$ cat src/exv_params.svh
// constants for the exception vector and priority unit
`ifndef EXV_PARAMS_SVH
`define EXV_PARAMS_SVH

`define EXV_OFF_CTRL 8'h00
`define EXV_OFF_PSW 8'h04
`define EXV_OFF_STATUS 8'h08
`define EXV_OFF_VECTOR 8'h0c

`define EXV_CTRL_BASE_HIGH_BIT 0
`define EXV_CTRL_RESET 1'b0

`define EXV_PSW_MODE_LSB 0
`define EXV_PSW_F_BIT 6
`define EXV_PSW_I_BIT 7
`define EXV_PSW_A_BIT 8

`define EXV_BASE_LOW 32'h0000_0000
`define EXV_BASE_HIGH 32'hffff_0000

`define EXV_VOFF_RESET 8'h00
`define EXV_VOFF_UND 8'h04
`define EXV_VOFF_SVC 8'h08
`define EXV_VOFF_PABT 8'h0c
`define EXV_VOFF_DABT 8'h10
`define EXV_VOFF_RSVD 8'h14
`define EXV_VOFF_IRQ 8'h18
`define EXV_VOFF_FINT 8'h1c

`define EXV_MODE_USR 5'h10
`define EXV_MODE_FINT 5'h11
`define EXV_MODE_IRQ 5'h12
`define EXV_MODE_SVC 5'h13
`define EXV_MODE_ABT 5'h17
`define EXV_MODE_UND 5'h1b

`define EXV_COP_CLASS_XFER 4'he
`define EXV_COP_CLASS_LDST 3'h6
`define EXV_COP_SC_NUM 4'hf
`define EXV_USER_PRIM 4'hd
`define EXV_USER_OP2_RW 3'h2
`define EXV_USER_OP2_RO 3'h3

`endif

$ cat src/exv_pkg.sv
// types shared by the exception vector and priority unit
package exv_pkg;
    typedef enum logic [2:0] {
        EXV_EXC_NONE = 3'h0,
        EXV_EXC_RESET = 3'h1,
        EXV_EXC_UND = 3'h2,
        EXV_EXC_SVC = 3'h3,
        EXV_EXC_PABT = 3'h4,
        EXV_EXC_DABT = 3'h5,
        EXV_EXC_IRQ = 3'h6,
        EXV_EXC_FINT = 3'h7
    } exv_exc_t;

    typedef enum logic [1:0] {
        EXV_ST_IDLE = 2'b01,
        EXV_ST_CHAIN = 2'b10
    } exv_state_t;
endpackage : exv_pkg

$ cat src/exv_cop_if.sv
// carrier between the core logic and the coprocessor decoder
`timescale 1ns/1ps
interface exv_cop_if;
    logic valid;
    logic [31:0] instr;
    logic privileged;
    logic undef;
    logic is_read;
    logic is_write;
    logic [3:0] primary_reg_sel;
    logic [3:0] secondary_reg_sel;
    logic [2:0] op_variant_sel;
    logic [2:0] op_group_sel;

    modport dec (
        input valid, instr, privileged,
        output undef, is_read, is_write, primary_reg_sel, secondary_reg_sel,
        output op_variant_sel, op_group_sel
    );
    modport core (
        output valid, instr, privileged,
        input undef, is_read, is_write, primary_reg_sel, secondary_reg_sel,
        input op_variant_sel, op_group_sel
    );
endinterface : exv_cop_if

$ cat src/exv_cop_decode.sv
// decoder for system_control_coproc instructions
`timescale 1ns/1ps
`include "exv_params.svh"
module exv_cop_decode (
    input wire logic pclk, // clock, checks only
    input wire logic presetn, // reset, checks only
    exv_cop_if.dec cop // decode request and result
);
    logic sc_hit;
    logic is_xfer;
    logic is_data;
    logic is_ldst;
    logic user_ok;

    always_comb begin
        sc_hit = cop.valid && (cop.instr[11:8] == `EXV_COP_SC_NUM);
        is_xfer = (cop.instr[27:24] == `EXV_COP_CLASS_XFER) && cop.instr[4];
        is_data = (cop.instr[27:24] == `EXV_COP_CLASS_XFER) && !cop.instr[4];
        is_ldst = (cop.instr[27:25] == `EXV_COP_CLASS_LDST);
        // only the thread id slots are open to user code
        user_ok = (cop.instr[19:16] == `EXV_USER_PRIM) && (cop.instr[23:21] == 3'h0)
            && (cop.instr[3:0] == 4'h0) && ((cop.instr[7:5] == `EXV_USER_OP2_RW)
            || ((cop.instr[7:5] == `EXV_USER_OP2_RO) && cop.instr[20]));
        cop.undef = sc_hit && (is_data || is_ldst
            || (is_xfer && !cop.privileged && !user_ok));
        cop.is_read = sc_hit && is_xfer && cop.instr[20];
        cop.is_write = sc_hit && is_xfer && !cop.instr[20];
        cop.primary_reg_sel = cop.instr[19:16];
        cop.secondary_reg_sel = cop.instr[3:0];
        cop.op_variant_sel = cop.instr[7:5];
        cop.op_group_sel = cop.instr[23:21];
    end
endmodule : exv_cop_decode

$ cat src/exv_unit.sv
// exception vector, priority and entry logic with apb status registers
// Notes on behaviour
// - the vector base is zero when the base-high control bit is 0 and 0xffff0000 when it is 1.
// - each exception adds its own fixed offset to the base, and 0x14 is never used.
// - reset/svc enter supervisor, undefined undef, aborts abort, each interrupt its own mode.
// - entry sets i always, a for reset/aborts/irq/fast interrupt, f for reset/fast interrupt.
// - priority: reset, precise abort, fast int, irq, imprecise abort, prefetch abort, the rest.
// - breakpoint, undefined and supervisor call never arise together.
// - a precise abort with an enabled fast interrupt takes abort entry then fast entry at once.
// - data, load and store coprocessor ops to the control coprocessor are undefined.
// - unprivileged register transfers to privileged-only locations are undefined.
// - the primary select picks the register, the secondary and variant selects the action.
// - the direction bit reads the register when 1 and writes it when 0.
// - a pending imprecise abort is held while its mask is set and taken once it clears.
// - the active-low irq is ignored while masked and sampled at each instruction end otherwise.
`timescale 1ns/1ps
`include "exv_params.svh"
module exv_unit (
    input wire logic pclk, // core clock
    input wire logic presetn, // async reset, active low
    input wire logic psel, // apb select
    input wire logic penable, // apb access phase
    input wire logic pwrite, // apb direction
    input wire logic [7:0] paddr, // apb byte address
    input wire logic [31:0] pwdata, // apb write data
    output logic [31:0] prdata, // apb read data
    output logic pready, // apb ready
    output logic pslverr, // apb error
    input wire logic irq_n, // irq request pin, active low
    input wire logic fast_interrupt_n, // fast interrupt pin, active low
    input wire logic instr_end, // pulse at each instruction boundary
    input wire logic precise_dabort, // precise data abort of this instruction
    input wire logic imprecise_dabort, // pulse, imprecise abort event
    input wire logic prefetch_abort, // prefetch abort of this instruction
    input wire logic breakpoint_op, // breakpoint decode
    input wire logic undef_instr, // undefined decode
    input wire logic supervisor_call, // supervisor call decode
    input wire logic cop_valid, // coprocessor instruction present
    input wire logic [31:0] cop_instr, // coprocessor instruction word
    output logic entry_valid, // pulse, exception entry
    output logic [31:0] entry_vector, // vector address of entry
    output logic [2:0] entry_code, // exception taken
    output logic [4:0] psw_mode, // current mode
    output logic normal_request_hold, // irq mask
    output logic imprecise_err_hold, // imprecise abort mask
    output logic quick_irq_block, // fiq mask
    output logic cop_undef, // coprocessor op traps
    output logic coproc_read_op, // register read decoded
    output logic coproc_write_op, // register write decoded
    output logic [3:0] primary_reg_sel, // selected register
    output logic [3:0] secondary_reg_sel, // action select
    output logic [2:0] op_variant_sel // action variant
);
    exv_cop_if cop_bus ();

    logic [1:0] irq_sync_reg;
    logic [1:0] fint_sync_reg;
    logic base_high_reg, base_high_next;
    logic [4:0] mode_reg, mode_next;
    logic i_reg, i_next;
    logic a_reg, a_next;
    logic f_reg, f_next;
    logic imp_pend_reg, imp_pend_next;
    logic reset_pend_reg, reset_pend_next;
    exv_pkg::exv_state_t state_reg, state_next;
    logic entry_reg, entry_next;
    logic [31:0] vector_reg, vector_next;
    exv_pkg::exv_exc_t code_reg, code_next;
    logic [31:0] prdata_reg, prdata_next;
    logic pready_reg, pready_next;
    logic pslverr_reg, pslverr_next;
    logic cop_undef_reg, cop_rd_reg, cop_wr_reg;
    logic [3:0] prim_reg, sec_reg;
    logic [2:0] op2_reg;

    exv_pkg::exv_exc_t exc_sel;
    logic imp_taken;
    logic fint_act;
    logic irq_act;
    logic apb_wr;
    logic [31:0] base;
    logic [7:0] voff;

    assign cop_bus.valid = cop_valid;
    assign cop_bus.instr = cop_instr;
    assign cop_bus.privileged = (mode_reg != `EXV_MODE_USR);

    exv_cop_decode u_dec (
        .pclk(pclk),
        .presetn(presetn),
        .cop(cop_bus)
    );

    // pins come from outside the core clock domain
    always_ff @(posedge pclk or negedge presetn) begin
        if (!presetn) begin
            irq_sync_reg <= 2'h3;
            fint_sync_reg <= 2'h3;
        end else begin
            irq_sync_reg <= {irq_sync_reg[0], irq_n};
            fint_sync_reg <= {fint_sync_reg[0], fast_interrupt_n};
        end
    end

    // exception selection and entry
    always_comb begin
        fint_act = !fint_sync_reg[1] && !f_reg;
        irq_act = !irq_sync_reg[1] && !i_reg;
        exc_sel = exv_pkg::EXV_EXC_NONE;
        imp_taken = 1'b0;
        state_next = exv_pkg::EXV_ST_IDLE;
        case (state_reg)
            exv_pkg::EXV_ST_IDLE: begin
                if (reset_pend_reg) begin
                    exc_sel = exv_pkg::EXV_EXC_RESET;
                end else if (instr_end) begin
                    if (precise_dabort) begin
                        exc_sel = exv_pkg::EXV_EXC_DABT;
                        if (fint_act) begin
                            state_next = exv_pkg::EXV_ST_CHAIN;
                        end
                    end else if (fint_act) begin
                        exc_sel = exv_pkg::EXV_EXC_FINT;
                    end else if (irq_act) begin
                        exc_sel = exv_pkg::EXV_EXC_IRQ;
                    end else if (imp_pend_reg && !a_reg) begin
                        exc_sel = exv_pkg::EXV_EXC_DABT;
                        imp_taken = 1'b1;
                    end else if (prefetch_abort || breakpoint_op) begin
                        // breakpoint behaves as a prefetch abort
                        exc_sel = exv_pkg::EXV_EXC_PABT;
                    end else if (undef_instr || cop_bus.undef) begin
                        exc_sel = exv_pkg::EXV_EXC_UND;
                    end else if (supervisor_call) begin
                        exc_sel = exv_pkg::EXV_EXC_SVC;
                    end
                end
            end
            exv_pkg::EXV_ST_CHAIN: begin
                // abort entry leaves f clear, so the fast entry follows straight away
                exc_sel = exv_pkg::EXV_EXC_FINT;
            end
            default: begin
                state_next = exv_pkg::EXV_ST_IDLE;
            end
        endcase

        base = base_high_reg ? `EXV_BASE_HIGH : `EXV_BASE_LOW;
        case (exc_sel)
            exv_pkg::EXV_EXC_UND: voff = `EXV_VOFF_UND;
            exv_pkg::EXV_EXC_SVC: voff = `EXV_VOFF_SVC;
            exv_pkg::EXV_EXC_PABT: voff = `EXV_VOFF_PABT;
            exv_pkg::EXV_EXC_DABT: voff = `EXV_VOFF_DABT;
            exv_pkg::EXV_EXC_IRQ: voff = `EXV_VOFF_IRQ;
            exv_pkg::EXV_EXC_FINT: voff = `EXV_VOFF_FINT;
            default: voff = `EXV_VOFF_RESET;
        endcase

        apb_wr = psel && penable && pwrite && pready_reg;
        base_high_next = base_high_reg;
        mode_next = mode_reg;
        i_next = i_reg;
        a_next = a_reg;
        f_next = f_reg;
        if (apb_wr && paddr == `EXV_OFF_CTRL) begin
            base_high_next = pwdata[`EXV_CTRL_BASE_HIGH_BIT];
        end
        if (apb_wr && paddr == `EXV_OFF_PSW) begin
            mode_next = pwdata[`EXV_PSW_MODE_LSB +: 5];
            i_next = pwdata[`EXV_PSW_I_BIT];
            a_next = pwdata[`EXV_PSW_A_BIT];
            f_next = pwdata[`EXV_PSW_F_BIT];
        end
        // entry wins over a software write in the same cycle for the mode and each mask bit that it sets
        if (exc_sel != exv_pkg::EXV_EXC_NONE) begin
            i_next = 1'b1;
            case (exc_sel)
                exv_pkg::EXV_EXC_RESET: begin
                    mode_next = `EXV_MODE_SVC;
                    a_next = 1'b1;
                    f_next = 1'b1;
                end
                exv_pkg::EXV_EXC_UND: mode_next = `EXV_MODE_UND;
                exv_pkg::EXV_EXC_SVC: mode_next = `EXV_MODE_SVC;
                exv_pkg::EXV_EXC_IRQ: begin
                    mode_next = `EXV_MODE_IRQ;
                    a_next = 1'b1;
                end
                exv_pkg::EXV_EXC_FINT: begin
                    mode_next = `EXV_MODE_FINT;
                    a_next = 1'b1;
                    f_next = 1'b1;
                end
                default: begin
                    mode_next = `EXV_MODE_ABT;
                    a_next = 1'b1;
                end
            endcase
        end

        // a new event beats the clear caused by taking the old one
        imp_pend_next = (imp_pend_reg && !imp_taken) || imprecise_dabort;
        reset_pend_next = 1'b0;
        entry_next = (exc_sel != exv_pkg::EXV_EXC_NONE);
        vector_next = entry_next ? (base | {24'h0, voff}) : vector_reg;
        code_next = entry_next ? exc_sel : code_reg;
    end

    always_ff @(posedge pclk or negedge presetn) begin
        if (!presetn) begin
            base_high_reg <= `EXV_CTRL_RESET;
            mode_reg <= `EXV_MODE_SVC;
            i_reg <= 1'b1;
            a_reg <= 1'b1;
            f_reg <= 1'b1;
            imp_pend_reg <= 1'b0;
            reset_pend_reg <= 1'b1;
            state_reg <= exv_pkg::EXV_ST_IDLE;
            entry_reg <= 1'b0;
            vector_reg <= 32'h0;
            code_reg <= exv_pkg::EXV_EXC_NONE;
        end else begin
            base_high_reg <= base_high_next;
            mode_reg <= mode_next;
            i_reg <= i_next;
            a_reg <= a_next;
            f_reg <= f_next;
            imp_pend_reg <= imp_pend_next;
            reset_pend_reg <= reset_pend_next;
            state_reg <= state_next;
            entry_reg <= entry_next;
            vector_reg <= vector_next;
            code_reg <= code_next;
        end
    end

    // apb slave: no wait states, read data captured in the setup cycle
    always_comb begin
        pready_next = psel && !penable;
        prdata_next = prdata_reg;
        pslverr_next = 1'b0;
        if (psel && !penable) begin
            pslverr_next = 1'b0;
            case (paddr)
                `EXV_OFF_CTRL: prdata_next = {31'h0, base_high_reg};
                `EXV_OFF_PSW: prdata_next = {23'h0, a_reg, i_reg, f_reg, 1'b0, mode_reg};
                `EXV_OFF_STATUS: prdata_next = {27'h0, state_reg == exv_pkg::EXV_ST_CHAIN,
                    code_reg, imp_pend_reg};
                `EXV_OFF_VECTOR: prdata_next = vector_reg;
                default: begin
                    prdata_next = 32'h0;
                    pslverr_next = 1'b1;
                end
            endcase
        end else if (psel && penable) begin
            pslverr_next = pslverr_reg;
        end
    end

    always_ff @(posedge pclk or negedge presetn) begin
        if (!presetn) begin
            prdata_reg <= 32'h0;
            pready_reg <= 1'b0;
            pslverr_reg <= 1'b0;
            cop_undef_reg <= 1'b0;
            cop_rd_reg <= 1'b0;
            cop_wr_reg <= 1'b0;
            prim_reg <= 4'h0;
            sec_reg <= 4'h0;
            op2_reg <= 3'h0;
        end else begin
            prdata_reg <= prdata_next;
            pready_reg <= pready_next;
            pslverr_reg <= pslverr_next;
            cop_undef_reg <= cop_bus.undef;
            cop_rd_reg <= cop_bus.is_read;
            cop_wr_reg <= cop_bus.is_write;
            prim_reg <= cop_bus.primary_reg_sel;
            sec_reg <= cop_bus.secondary_reg_sel;
            op2_reg <= cop_bus.op_variant_sel;
        end
    end

    assign prdata = prdata_reg;
    assign pready = pready_reg;
    assign pslverr = pslverr_reg;
    assign entry_valid = entry_reg;
    assign entry_vector = vector_reg;
    assign entry_code = code_reg;
    assign psw_mode = mode_reg;
    assign normal_request_hold = i_reg;
    assign imprecise_err_hold = a_reg;
    assign quick_irq_block = f_reg;
    assign cop_undef = cop_undef_reg;
    assign coproc_read_op = cop_rd_reg;
    assign coproc_write_op = cop_wr_reg;
    assign primary_reg_sel = prim_reg;
    assign secondary_reg_sel = sec_reg;
    assign op_variant_sel = op2_reg;
endmodule : exv_unit

$ cat config.mk
export PLATFORM = sky130hd
export DESIGN_NAME = exv_unit
export DESIGN_NICKNAME = d
export VERILOG_FILES = /design/src/exv_pkg.sv /design/src/exv_cop_if.sv /design/src/exv_cop_decode.sv /design/src/exv_unit.sv
export VERILOG_INCLUDE_DIRS = /design/src
export SDC_FILE = /design/constraint.sdc
export NUM_CORES = 1
export LEC_CHECK = 0
export ABC_AREA = 1
export BUFFER_PORTS_ARGS = -buffer_cell sky130_fd_sc_hd__clkbuf_2
export CORE_MARGIN = 3
export CORE_UTILIZATION = 45
export DETAILED_ROUTE_END_ITERATION = 7
export HOLD_SLACK_MARGIN = 0.12
export PLACE_DENSITY = 0.93
export RECOVER_POWER = 50
export REMOVE_ABC_BUFFERS = 1
export SLEW_MARGIN = 20
export SYNTH_ARGS = -nofsm -noshare
export SYNTH_HDL_FRONTEND = slang
export SYNTH_SLANG_ARGS = --single-unit
$ cat constraint.sdc
create_clock -name pclk -period 3.45 [get_ports pclk]
set_input_delay 0.69 -clock pclk [delete_from_list [all_inputs] [get_ports pclk]]
set_output_delay 0.69 -clock pclk [all_outputs]
set_load 0.02 [all_outputs]
---- Word level (Yosys, flattened, before mapping) ----
Index checks and enable logic that the tools add are counted.
storage, ports and cells
  flip-flop bits (word level) ............. 101
  bits in latches ......................... 0
  memory bits (writable) .................. 0
  memory bits (read-only) ................. 0
  input port bits ......................... 87
  output and inout bits ................... 92
  word-level logic and storage cells ...... 131
  memories ................................ 0
cells by class
  add/subtract/negate cells ............... 0
  $mul .................................... 0
  divide/modulo/power cells ............... 0
  $lt $le $gt $ge ......................... 0
  equality and inequality tests ........... 20
  shifts and indexed selects .............. 0
  mux-type cells .......................... 39
  bitwise logic cells ..................... 1
  reductions and logical operators ........ 49
operators by type and width
  operator              count
  $pmux W32 S4          1
  $mux W32              1
  $or A32 B8 Y32        1
  $pmux W5 S6           1
  $logic_and A1 B1 Y1   23
  $mux W3               7
  $mux W1               18
  $eq A8 B4 Y1 const B  2
  $pmux W4 S4           1
  $eq A3 B3 Y1 const B  5
  $mux W2               7
  $eq A3 B2 Y1 const B  4
  $eq A4 B4 Y1 const B  3
  $logic_not A1 Y1      11
  $mux W5               2
  $eq A8 B3 Y1 const B  1
  $logic_not A8 Y1      1
  $logic_or A1 B1 Y1    6
  $pmux W3 S2           1
  $reduce_or A2 Y1      3
  $ne A5 B5 Y1 const B  1
  $logic_not A4 Y1      1
  $reduce_or A4 Y1      1
  $eq A3 B1 Y1 const B  1
  other kinds (6)       6

---- Depth between registers and ports, before layout ----
Gate-level depths: netlist of run 1.
  word-level depth ........................ 22
  depth in mapped cells ................... 20
  depth with buffers taken out ............ 20

---- By module ----
A second synthesis of run 1 with hierarchy kept.
second synthesis, totals
  cell total of the unflattened synthesis .. 334
  area, all modules ....................... 2,820.2 µm²
by module, submodules not included
  module          times used  cells each  area an instance (µm²)  seq. area each (µm²)
  exv_unit        1           285         2,567.5                 1,266.2
  exv_cop_decode  1           49          252.7                   0.0

---- Worst setup path before layout of run 1 ----
OpenSTA, ideal clock, no wires.
  kind .................................... input to register
  from .................................... input port cop_instr[22]
  to ...................................... register vector_reg[2] (netlist: entry_vector[2])
  setup time .............................. 121 ps
  data arrival time ....................... 1,904 ps
  data required time ...................... 3,329 ps
  path slack .............................. 1,424 ps
  stages .................................. 18
  path buffers ............................ 0
  cell sequence ........................... nor2_1 > nand2_1 > nor2_1 > nand2_1 > nand2_1 > nand2_1 > nand2_2 > nand3_1 > nand2_1 > nand2_1 > nand2_1 > nand2_2 > nand2_2 > inv_2 > nor2_1 > inv_1 > nand2_1 > nand3_2
between the ends
  cells in the longest elaborated chain, start to end .. 21
  elaborated cells between the ends (all ways) .. 27
  those cells by class .................... eq/ne (6); mux (10); bitwise (1); reduce/logical (10)
RTL lines
  what                                          line                  text
  start: declaration                            exv_unit.sv:39        input wire logic [31:0] cop_instr,
  $logic_not A3 Y1 (*)                          exv_cop_decode.sv:21  user_ok = (cop.instr[19:16] == `EXV_USER_PRIM) && (cop.instr[23:21] == 3'h0)
  $logic_and A1 B1 Y1 (*) (3 in series)         exv_cop_decode.sv:21
  $logic_not A1 Y1 (*)                          exv_cop_decode.sv:25  || (is_xfer && !cop.privileged && !user_ok));
  $logic_and A1 B1 Y1 (*)                       exv_cop_decode.sv:25
  $logic_or A1 B1 Y1 (*)                        exv_cop_decode.sv:25
  $logic_and A1 B1 Y1 (*)                       exv_cop_decode.sv:24  cop.undef = sc_hit && (is_data || is_ldst
  $logic_or A1 B1 Y1 (*)                        exv_unit.sv:132       end else if (undef_instr || cop_bus.undef) begin
  $mux W2 (*)                                   exv_unit.sv:132
  [3 not listed]                                -
  $mux W3 (*)                                   exv_unit.sv:122       end else if (fint_act) begin
  $mux W3 (*)                                   exv_unit.sv:117       if (precise_dabort) begin
  $mux W3 (*)                                   exv_unit.sv:116       end else if (instr_end) begin
  $mux W3 (*)                                   exv_unit.sv:114       if (reset_pend_reg) begin
  $pmux W3 S2 (*)                               exv_unit.sv:112       case (state_reg)
  $eq A3 B3 Y1 or $eq A3 B2 Y1 (tied branches)  exv_unit.sv:149       case (exc_sel)
  $pmux W5 S6                                   exv_unit.sv:149
  $or A32 B8 Y32                                exv_unit.sv:205       vector_next = entry_next ? (base | {24'h0, voff}) : vector_reg;
  end signal: assignment                        exv_unit.sv:232       vector_reg <= vector_next;
  end: declaration                              exv_unit.sv:67        logic [31:0] vector_reg, vector_next;
Mark *: on every way between the ends. The rest lies on a longest branch, timed or not.
A chain may end at the register's enable or synchronous reset.

---- Final worst setup path of run 1 ----
  from .................................... register a_reg (netlist: imprecise_err_hold)
  to ...................................... register mode_reg[2] (netlist: psw_mode[2])
between the ends
  elaborated cells between the ends (all ways) .. 19
  those cells by class .................... eq/ne (5); mux (9); reduce/logical (5)
RTL lines
  what                                           line             text
  start: declaration                             exv_unit.sv:61   logic a_reg, a_next;
  start signal: assignment                       exv_unit.sv:226  a_reg <= a_next;
  $logic_not A1 Y1 (*)                           exv_unit.sv:126  end else if (imp_pend_reg && !a_reg) begin
  $logic_and A1 B1 Y1 (*)                        exv_unit.sv:126
  $mux W3 (*)                                    exv_unit.sv:126
  $mux W3 (*)                                    exv_unit.sv:124  end else if (irq_act) begin
  $mux W3 (*)                                    exv_unit.sv:122
  $mux W3 (*)                                    exv_unit.sv:117
  $mux W3 (*)                                    exv_unit.sv:116
  $mux W3 (*)                                    exv_unit.sv:114
  $pmux W3 S2 (*)                                exv_unit.sv:112
  $reduce_bool A3 Y1 (*)                         -
  via entry_next                                 exv_unit.sv:66   logic entry_reg, entry_next;
  $mux W5 or $reduce_bool A2 Y1 (tied branches)  -
  end signal: assignment                         exv_unit.sv:212  mode_reg <= `EXV_MODE_SVC;
  end signal: assignment                         exv_unit.sv:224  mode_reg <= mode_next;
  end: declaration                               exv_unit.sv:59   logic [4:0] mode_reg, mode_next;
The timed path passes the listed nets; every way through them passes the cells marked *.

==> impl_metrics.tcl, run 1 <==
set metrics [dict create \
    outcome "finished, violations left" \
    violations "capacitance limit, slew limit" \
    final.setup.tns_ns 0 \
    area_of_combinational_cells_with_multiple_inputs_um2 931 \
    floorplan.die_area_mm2 0.00694 \
    timing.hold.worst.class "reg2reg" \
    wire_per_inst_um 12.9 \
    rsz0062_at_grt "false" \
    timing_max_transition_violations_final 32 \
    cp-start-kind "register" \
    worst_slew_pin_slew_ns 1.68 \
    flip_flop_count_of_the_largest_register_after_layout 9 \
    area.growth.synth_to_final_pct 17.5 \
    final_critical_path_setup_slack_ns 1.30 \
    finalPower_w 0.00117 \
    synth.yosys.warnings 0 \
    cts_resized 0 \
    grtUsageTotal_pct 18.0 \
    yosys_register_bits 50 \
    worstSetupStartpoint "imprecise_err_hold$_DFF_PN1_" \
    syn_area_mm2 0.00269 \
    cp.arrival_ns 2.35 \
    fillerInstances 537 \
    power.density_cell_area_mw_per_mm2 370 \
    clock_tree.buffer_depth 2 \
    number_of_synthesized_flops_with_an_enable_pin 0 \
    ant_nets 0 \
    drt_iter0_markers 147 \
    max-vdd-ir-drop_mv 0.159 \
    setup.worst_path.end_class "register" \
    routed-via-count 2333 \
    r2r_slack_ns 1.30 \
    post_synth.cell_area_avg_um2 8.36 \
    floorplan.initialDensity_pct 47.7 \
    final-seq-area_mm2 0.00127 \
    synth_cells 322 \
    hold_viol 0 \
    worst_r2r_path_depth 13 \
    power.leakage_nw 1.79 \
    clock-sinks 50 \
    grt_max_degree 32 \
    grt_pass1_vias 2235 \
    num_io_pins 179 \
    drt-total-wl_um 6380 \
    num-nets-final 512 \
    timing_worst_setup_path_type "reg2reg" \
    synth-main-ff-cell "sky130_fd_sc_hd__dfrtp_1" \
    synth_sequential_area_ratio_pct 47.0 \
    fraction_of_registers_with_async_set_reset_pct 100 \
    post-route-drc-count 0 \
    timing.final.setup_violations 0 \
    std_cell_rows 27 \
    floorplan.die.height_um 83.3 \
    r2r_end "psw_mode[2]$_DFFE_PN0P_" \
    final_layout_size_suffix_gt1_share_pct 32.3 \
    ys_types 33 \
    numPortBuffers 125 \
    worst_r2r_startpoint "imprecise_err_hold$_DFF_PN1_" \
    dpl.hpwl_um 5220 \
    cts-root-buf "sky130_fd_sc_hd__clkbuf_8" \
    max_cap_violations 1 \
    timing.final.crit_share_pct 62.4 \
    antenna-diode-count 0 \
    yosysTopAreaCell "sky130_fd_sc_hd__dfrtp_1" \
    layout_min_cycle_time_ns 2.15 \
    synth_top_cells_by_area "sky130_fd_sc_hd__dfrtp_1 (35%), sky130_fd_sc_hd__buf_4 (15%), sky130_fd_sc_hd__dfstp_2 (12%), sky130_fd_sc_hd__nand2_1 (9.5%), sky130_fd_sc_hd__inv_1 (6.1%)" \
    critPathCapture "psw_mode[2]$_DFFE_PN0P_" \
    place_worst_setup_slack_ns 1.02 \
    synth_top_area_share_pct 35.3 \
    slew_headroom_pct -11.7 \
    clkLatencyLatePin_ns 0.30 \
    timing.fmax_mhz 465 \
    synth_most_common_cell "sky130_fd_sc_hd__nand2_1" \
    placeableCoreArea_mm2 0.00564 \
    global_route_wire_length_before_repair_um 10100 \
    cts_setup_buffers 0 \
    vias_per_cell 4.70 \
    yosys-top-cells-count "sky130_fd_sc_hd__nand2_1 (68), sky130_fd_sc_hd__buf_4 (52), sky130_fd_sc_hd__inv_1 (44)" \
    cts_hold_repair.buffers 0 \
    finClkSkew_ns 0.00622 \
    tritoncts.num_buffers 5 \
    critical_path_required_ns 3.65 \
    critical_path.max_fanout 11 \
    number_of_search_and_repair_iterations_in_the_first_detailed_routing_pass 4 \
    cts_tree "yes" \
    gr-total-overflow 0 \
    die_width_um 83.3 \
    grt_antenna_before_repair 0 \
    clk_transition_reported_paths_ns 0.09 \
    cts_max_level 2 \
    gp_routability_congestion 0.896 \
]
-- per-stage QoR --
stage / cell area [um2] / util [%] / hold WS (ns) / cells
after floorplan: 2380 / - / 0.345 / 290
after global placement: 3100 / 54.9 / 0.346 / 488
after detailed placement: 3100 / 54.9 / 0.347 / 488
after CTS: 3190 / 56.6 / 0.359 / 496
after global routing: 3160 / 56.0 / 0.368 / 496
final: 3160 / 56.0 / 0.358 / 496
-- layer usage --
metal  track usage, %  share of wire (%)  wire (um)
met1             19.2                 38       2450
met2             34.0                 51       3270
met3             4.86                8.0        511
met4             5.79                2.3        148
met5                0                  0          0
-- critical path: stages, from the launching register on --
cell	delay, ns
sky130_fd_sc_hd__dfstp_2	0.53
sky130_fd_sc_hd__inv_1	0.06
sky130_fd_sc_hd__nand2_1	0.07
sky130_fd_sc_hd__inv_1	0.05
sky130_fd_sc_hd__nor2_1	0.13
sky130_fd_sc_hd__nand3_1	0.10
sky130_fd_sc_hd__a21oi_2	0.21
sky130_fd_sc_hd__nor2_1	0.09
sky130_fd_sc_hd__inv_1	0.31
sky130_fd_sc_hd__nand3_4	0.20
sky130_fd_sc_hd__inv_2	0.14
sky130_fd_sc_hd__nand2_1	0.06
sky130_fd_sc_hd__nand2_1	0.05
sky130_fd_sc_hd__nand2_1	0.04
-- cell type report --
type,instances,share of cell area [%]
clock buffer,6,2.61
clock inverter,2,0.396
inverter,47,5.58
multi-input combinational,193,29.4
sequential,50,40.0
tap,72,2.85
timing repair buffer,126,19.1
-- worst min path at each step --
stage | startpoint | end | slack, ns | cells past startpoint
final | fint_sync_reg[0]$_DFF_PN1_ | fint_sync_reg[1]$_DFF_PN1_ | 0.36 | 0
after global routing | irq_sync_reg[0]$_DFF_PN1_ | irq_sync_reg[1]$_DFF_PN1_ | 0.37 | 0
after CTS | fint_sync_reg[0]$_DFF_PN1_ | fint_sync_reg[1]$_DFF_PN1_ | 0.36 | 0
after detailed placement | fint_sync_reg[0]$_DFF_PN1_ | fint_sync_reg[1]$_DFF_PN1_ | 0.35 | 0
after global placement | fint_sync_reg[0]$_DFF_PN1_ | fint_sync_reg[1]$_DFF_PN1_ | 0.35 | 0
after floorplan | fint_sync_reg[0]$_DFF_PN1_ | fint_sync_reg[1]$_DFF_PN1_ | 0.35 | 0
-- layout by cell type (no fill, tap or decap), types with 2 or more instances in the layout --
master	n
sky130_fd_sc_hd__clkbuf_2	101
sky130_fd_sc_hd__nand2_1	69
sky130_fd_sc_hd__inv_1	44
sky130_fd_sc_hd__dfrtp_1	38
sky130_fd_sc_hd__nor2_1	30
sky130_fd_sc_hd__clkbuf_1	24
sky130_fd_sc_hd__conb_1	22
sky130_fd_sc_hd__o21ai_0	15
sky130_fd_sc_hd__nand3_1	14
sky130_fd_sc_hd__dfstp_2	11
sky130_fd_sc_hd__a21oi_1	9
sky130_fd_sc_hd__clkbuf_8	6
sky130_fd_sc_hd__nand4_1	4
sky130_fd_sc_hd__nand2_2	3
sky130_fd_sc_hd__inv_2	3
sky130_fd_sc_hd__nor4_2	3
sky130_fd_sc_hd__o31ai_1	3
sky130_fd_sc_hd__o21ai_1	3
sky130_fd_sc_hd__nand3_2	2
sky130_fd_sc_hd__ha_1	2
-- kinds of logic after synthesis --
group	after synthesis	share of synthesized area, %
adders and majority gates	2	0.930
and+or+nand+nor	132	22.7
DFF	50	47.0
AOI/OAI and AO/OA	37	7.95
buffers and inverters	100	21.2
other	1	0.139
-- power breakdown --
part / total [W] / internal (W) / switching, W
logic: 0.000188 / 0.0000554 / 0.000133
clock network: 0.000349 / 0.000161 / 0.000187
registers: 0.000632 / 0.000616 / 0.0000161
total: 0.00117 / 0.000832 / 0.000336
(Power assumes the default switching activity.)
==> run 2: changes to the inputs <==
- CORE_UTILIZATION: 45 -> 38
- PLACE_DENSITY: 0.93 -> 0.85
- clock period: 3.45 -> 1.9 ns (I/O delays scaled with it)
==> run 2 against run 1 <==
The flow finishes with violations (setup timing). Register-to-register slack got worse by 1.3 ns. Fmax increased by 10%. Cell count increased by 12%. Non-clock buffer count increased by 34. First-iteration DRC count down 44%. Global-route usage fell by 1.4 points. Critical path depth up 5.
==> impl_metrics.tcl, run 2 (synthesis gave the netlist of run 1 again) <==
set metrics [dict create \
    timing.hold.worst_path_depth 1 \
    gr-total-overflow 0 \
    violations "setup timing" \
    timing.hold.worst_endpoint "fint_sync_reg[0]$_DFF_PN1_" \
    timing.final.setup_violations 3 \
    final_critical_path_setup_slack_ns -0.0484 \
    timing.hold.worst.class "in2reg" \
    cts_tree "yes" \
    cp_common_cell "sky130_fd_sc_hd__nand2_1" \
    timing_max_transition_violations_final 0 \
    grt_pass1_vias 2353 \
    layout_min_cycle_time_ns 1.95 \
    globalRoute.busiestLayer "met2" \
    crit_slowest_cell "sky130_fd_sc_hd__dfstp_2" \
    final_layout_size_suffix_gt1_share_pct 43.8 \
    critical_path_required_ns 2.10 \
    r2r_slack_ns -0.05 \
    combPwrFrac_pct 18.2 \
    clock-sinks 50 \
    instances_no_fill 555 \
    dpl.hpwl_um 5530 \
    worst_slew_pin_slew_ns 1.24 \
    power.leakage_nw 2.02 \
    cts_max_level 2 \
    seq_power_share_pct 49.0 \
    grt_antenna_before_repair 0 \
    r2r_end "entry_vector[2]$_DFFE_PN0N_" \
    layout.cells.most_common_list "sky130_fd_sc_hd__clkbuf_2 (115), sky130_fd_sc_hd__nand2_1 (65), sky130_fd_sc_hd__inv_1 (41)" \
    timing.final.crit_share_pct 103 \
    total_switching_power_w 0.000665 \
    critical_path.max_fanout 6 \
    floorplan.die_area_mm2 0.00813 \
    cp_cell_sequence "nor2_2 > nand3_2 > nor2_1 > nand2_1 > nand2_1 > nand2_2 > nand3_2 > nand2_1 > nand2_1 > nand2_1 > nand2_1 > nand2_2 > nand2_4 > buf_6 > nor2_4 > inv_2 > nand2_2 > nand3_2" \
    gp_routability_congestion 0.823 \
    global_routing_usage_on_met3_pct 4.94 \
    cts_hold_repair.buffers 0 \
    cts-root-buf "sky130_fd_sc_hd__clkbuf_8" \
    slew_headroom_pct 17.6 \
    num-nets-final 547 \
    numPortBuffers 125 \
    worst_r2r_path_depth 18 \
    global_route_wire_length_before_repair_um 11100 \
    timing.fmax_mhz 513 \
    p_sw_share_pct 28.5 \
    grt_max_degree 51 \
    fillerInstances 639 \
    worst_r2r_startpoint "psw_mode[1]$_DFFE_PN1P_" \
    hold_viol 0 \
    clock_tree.buffer_depth 2 \
    rsz0062_at_grt "true" \
    antenna-diode-count 0 \
    number_of_search_and_repair_iterations_in_the_first_detailed_routing_pass 5 \
    area.growth.synth_to_final_pct 31.8 \
    floorplan.die.height_um 90.2 \
    cpPeakStageDelay_ns 0.56 \
    routed-via-count 2475 \
    cp.arrival_ns 2.15 \
    vias_per_cell 4.46 \
    cp-start-kind "register" \
    hold_slack_ns 0.148 \
    outcome "finished, violations left" \
    clk_transition_reported_paths_ns 0.10 \
    flip_flop_count_of_the_largest_register_after_layout 9 \
    clkLatencyLatePin_ns 0.31 \
    place.detailed.instances 541 \
    floorplan.initialDensity_pct 39.4 \
    worst_hold_startpoint "fast_interrupt_n" \
    timing_worst_setup_path_type "reg2reg" \
    power.clock.fraction_pct 32.7 \
    post-route-drc-count 0 \
    grtUsageTotal_pct 16.6 \
    std_cell_rows 30 \
    final.setup.tns_ns -0.0543 \
    tritoncts.num_buffers 5 \
    setup.worst_path.end_class "register" \
    p_int_w 0.00167 \
    ant_nets 0 \
    num_io_pins 179 \
    finClkSkew_ns 0.00857 \
    power.density_cell_area_mw_per_mm2 658 \
    place_worst_setup_slack_ns -0.181 \
    drt-total-wl_um 6960 \
    max-vdd-ir-drop_mv 0.285 \
    placeableCoreArea_mm2 0.00683 \
    worstSetupStartpoint "psw_mode[1]$_DFFE_PN1P_" \
    layout_commonest_cell "sky130_fd_sc_hd__clkbuf_2" \
    met1_usage_pct 18.8 \
    wire_per_inst_um 12.5 \
    die_width_um 90.2 \
    global_route_met2_utilization_pct 30.1 \
    max_cap_violations 0 \
    drt_iter0_markers 82 \
]
## run 2: cell types whose count changed in the layout (fill, tap and decap cells not counted), moves of 3 or more
cell / delta
sky130_fd_sc_hd__nor2_1: -4
sky130_fd_sc_hd__clkbuf_1: -13
sky130_fd_sc_hd__inv_1: -3
sky130_fd_sc_hd__o21ai_0: -3
sky130_fd_sc_hd__nand2_2: +3
sky130_fd_sc_hd__nand2_1: -4
sky130_fd_sc_hd__clkbuf_2: +14
sky130_fd_sc_hd__buf_4: +31
## run 2: power by group through the flow
| stage | Combinational, W | Clock (W) | Sequential [W] |
|---|---|---|---|
| 3_5_place_dp | 0.000400 | 0 | 0.00116 |
| 6_report | 0.000426 | 0.000765 | 0.00114 |
| 5_1_grt | 0.000465 | 0.000812 | 0.00115 |
| 4_1_cts | 0.000423 | 0.000782 | 0.00114 |
| 3_3_place_gp | 0.000390 | 0 | 0.00116 |
| 2_1_floorplan | 0.000136 | 0 | 0.00122 |
## run 2: worst max path at each step
stage                             endpoint  slack [ns]  cells past startpoint
2_1_floorplan             entry_vector[16]       -0.70                      0
3_3_place_gp       psw_mode[2]$_DFFE_PN0P_       -0.13                     19
3_5_place_dp       psw_mode[2]$_DFFE_PN0P_       -0.18                     20
4_1_cts            psw_mode[2]$_DFFE_PN0P_       -0.06                     18
5_1_grt            psw_mode[2]$_DFFE_PN0P_       -0.14                     17
6_report       entry_vector[2]$_DFFE_PN0N_       -0.05                     18
## run 2: layout make-up
cell class	count	area, um2	share of cell area (%)
clock inverter	3	43.8	1.23
timing repair buffer	160	876	24.7
sequential	50	1270	35.7
clock buffer	5	68.8	1.94
inverter	47	179	5.04
tap	96	120	3.39
multi-input combinational	194	995	28.0
## run 2: layer usage
metal	part of all wire, %	wire length (um)
met3	9.0	626
met5	0	0
met4	1.4	99
met1	40	2750
met2	50	3480
## run 2: critical path: cells and delay by family, from the launching register on
family        cells  cell delay (ns)
buf+inv           2             0.21
flops             1             0.56
simple gates     16             1.08
## run 2: repair_timing
| action | in CTS | in global routing |
|---|---|---|
| pin swaps | 7 | 5 |
| gates resized for setup | 17 | 8 |
| gates cloned | 1 | 0 |
| hold endpoints to repair | 0 | 0 |
| buffers inserted | 3 | 2 |
| endpoints found under the setup margin | 12 | 16 |
## run 2: stage by stage
step	util [%]	instance area, um2	power (W)
2_1_floorplan	-	2380	0.00135
3_3_place_gp	49.0	3350	0.00155
3_5_place_dp	49.0	3350	0.00156
4_1_cts	51.6	3530	0.00235
5_1_grt	51.9	3550	0.00243
6_report	51.9	3550	0.00234
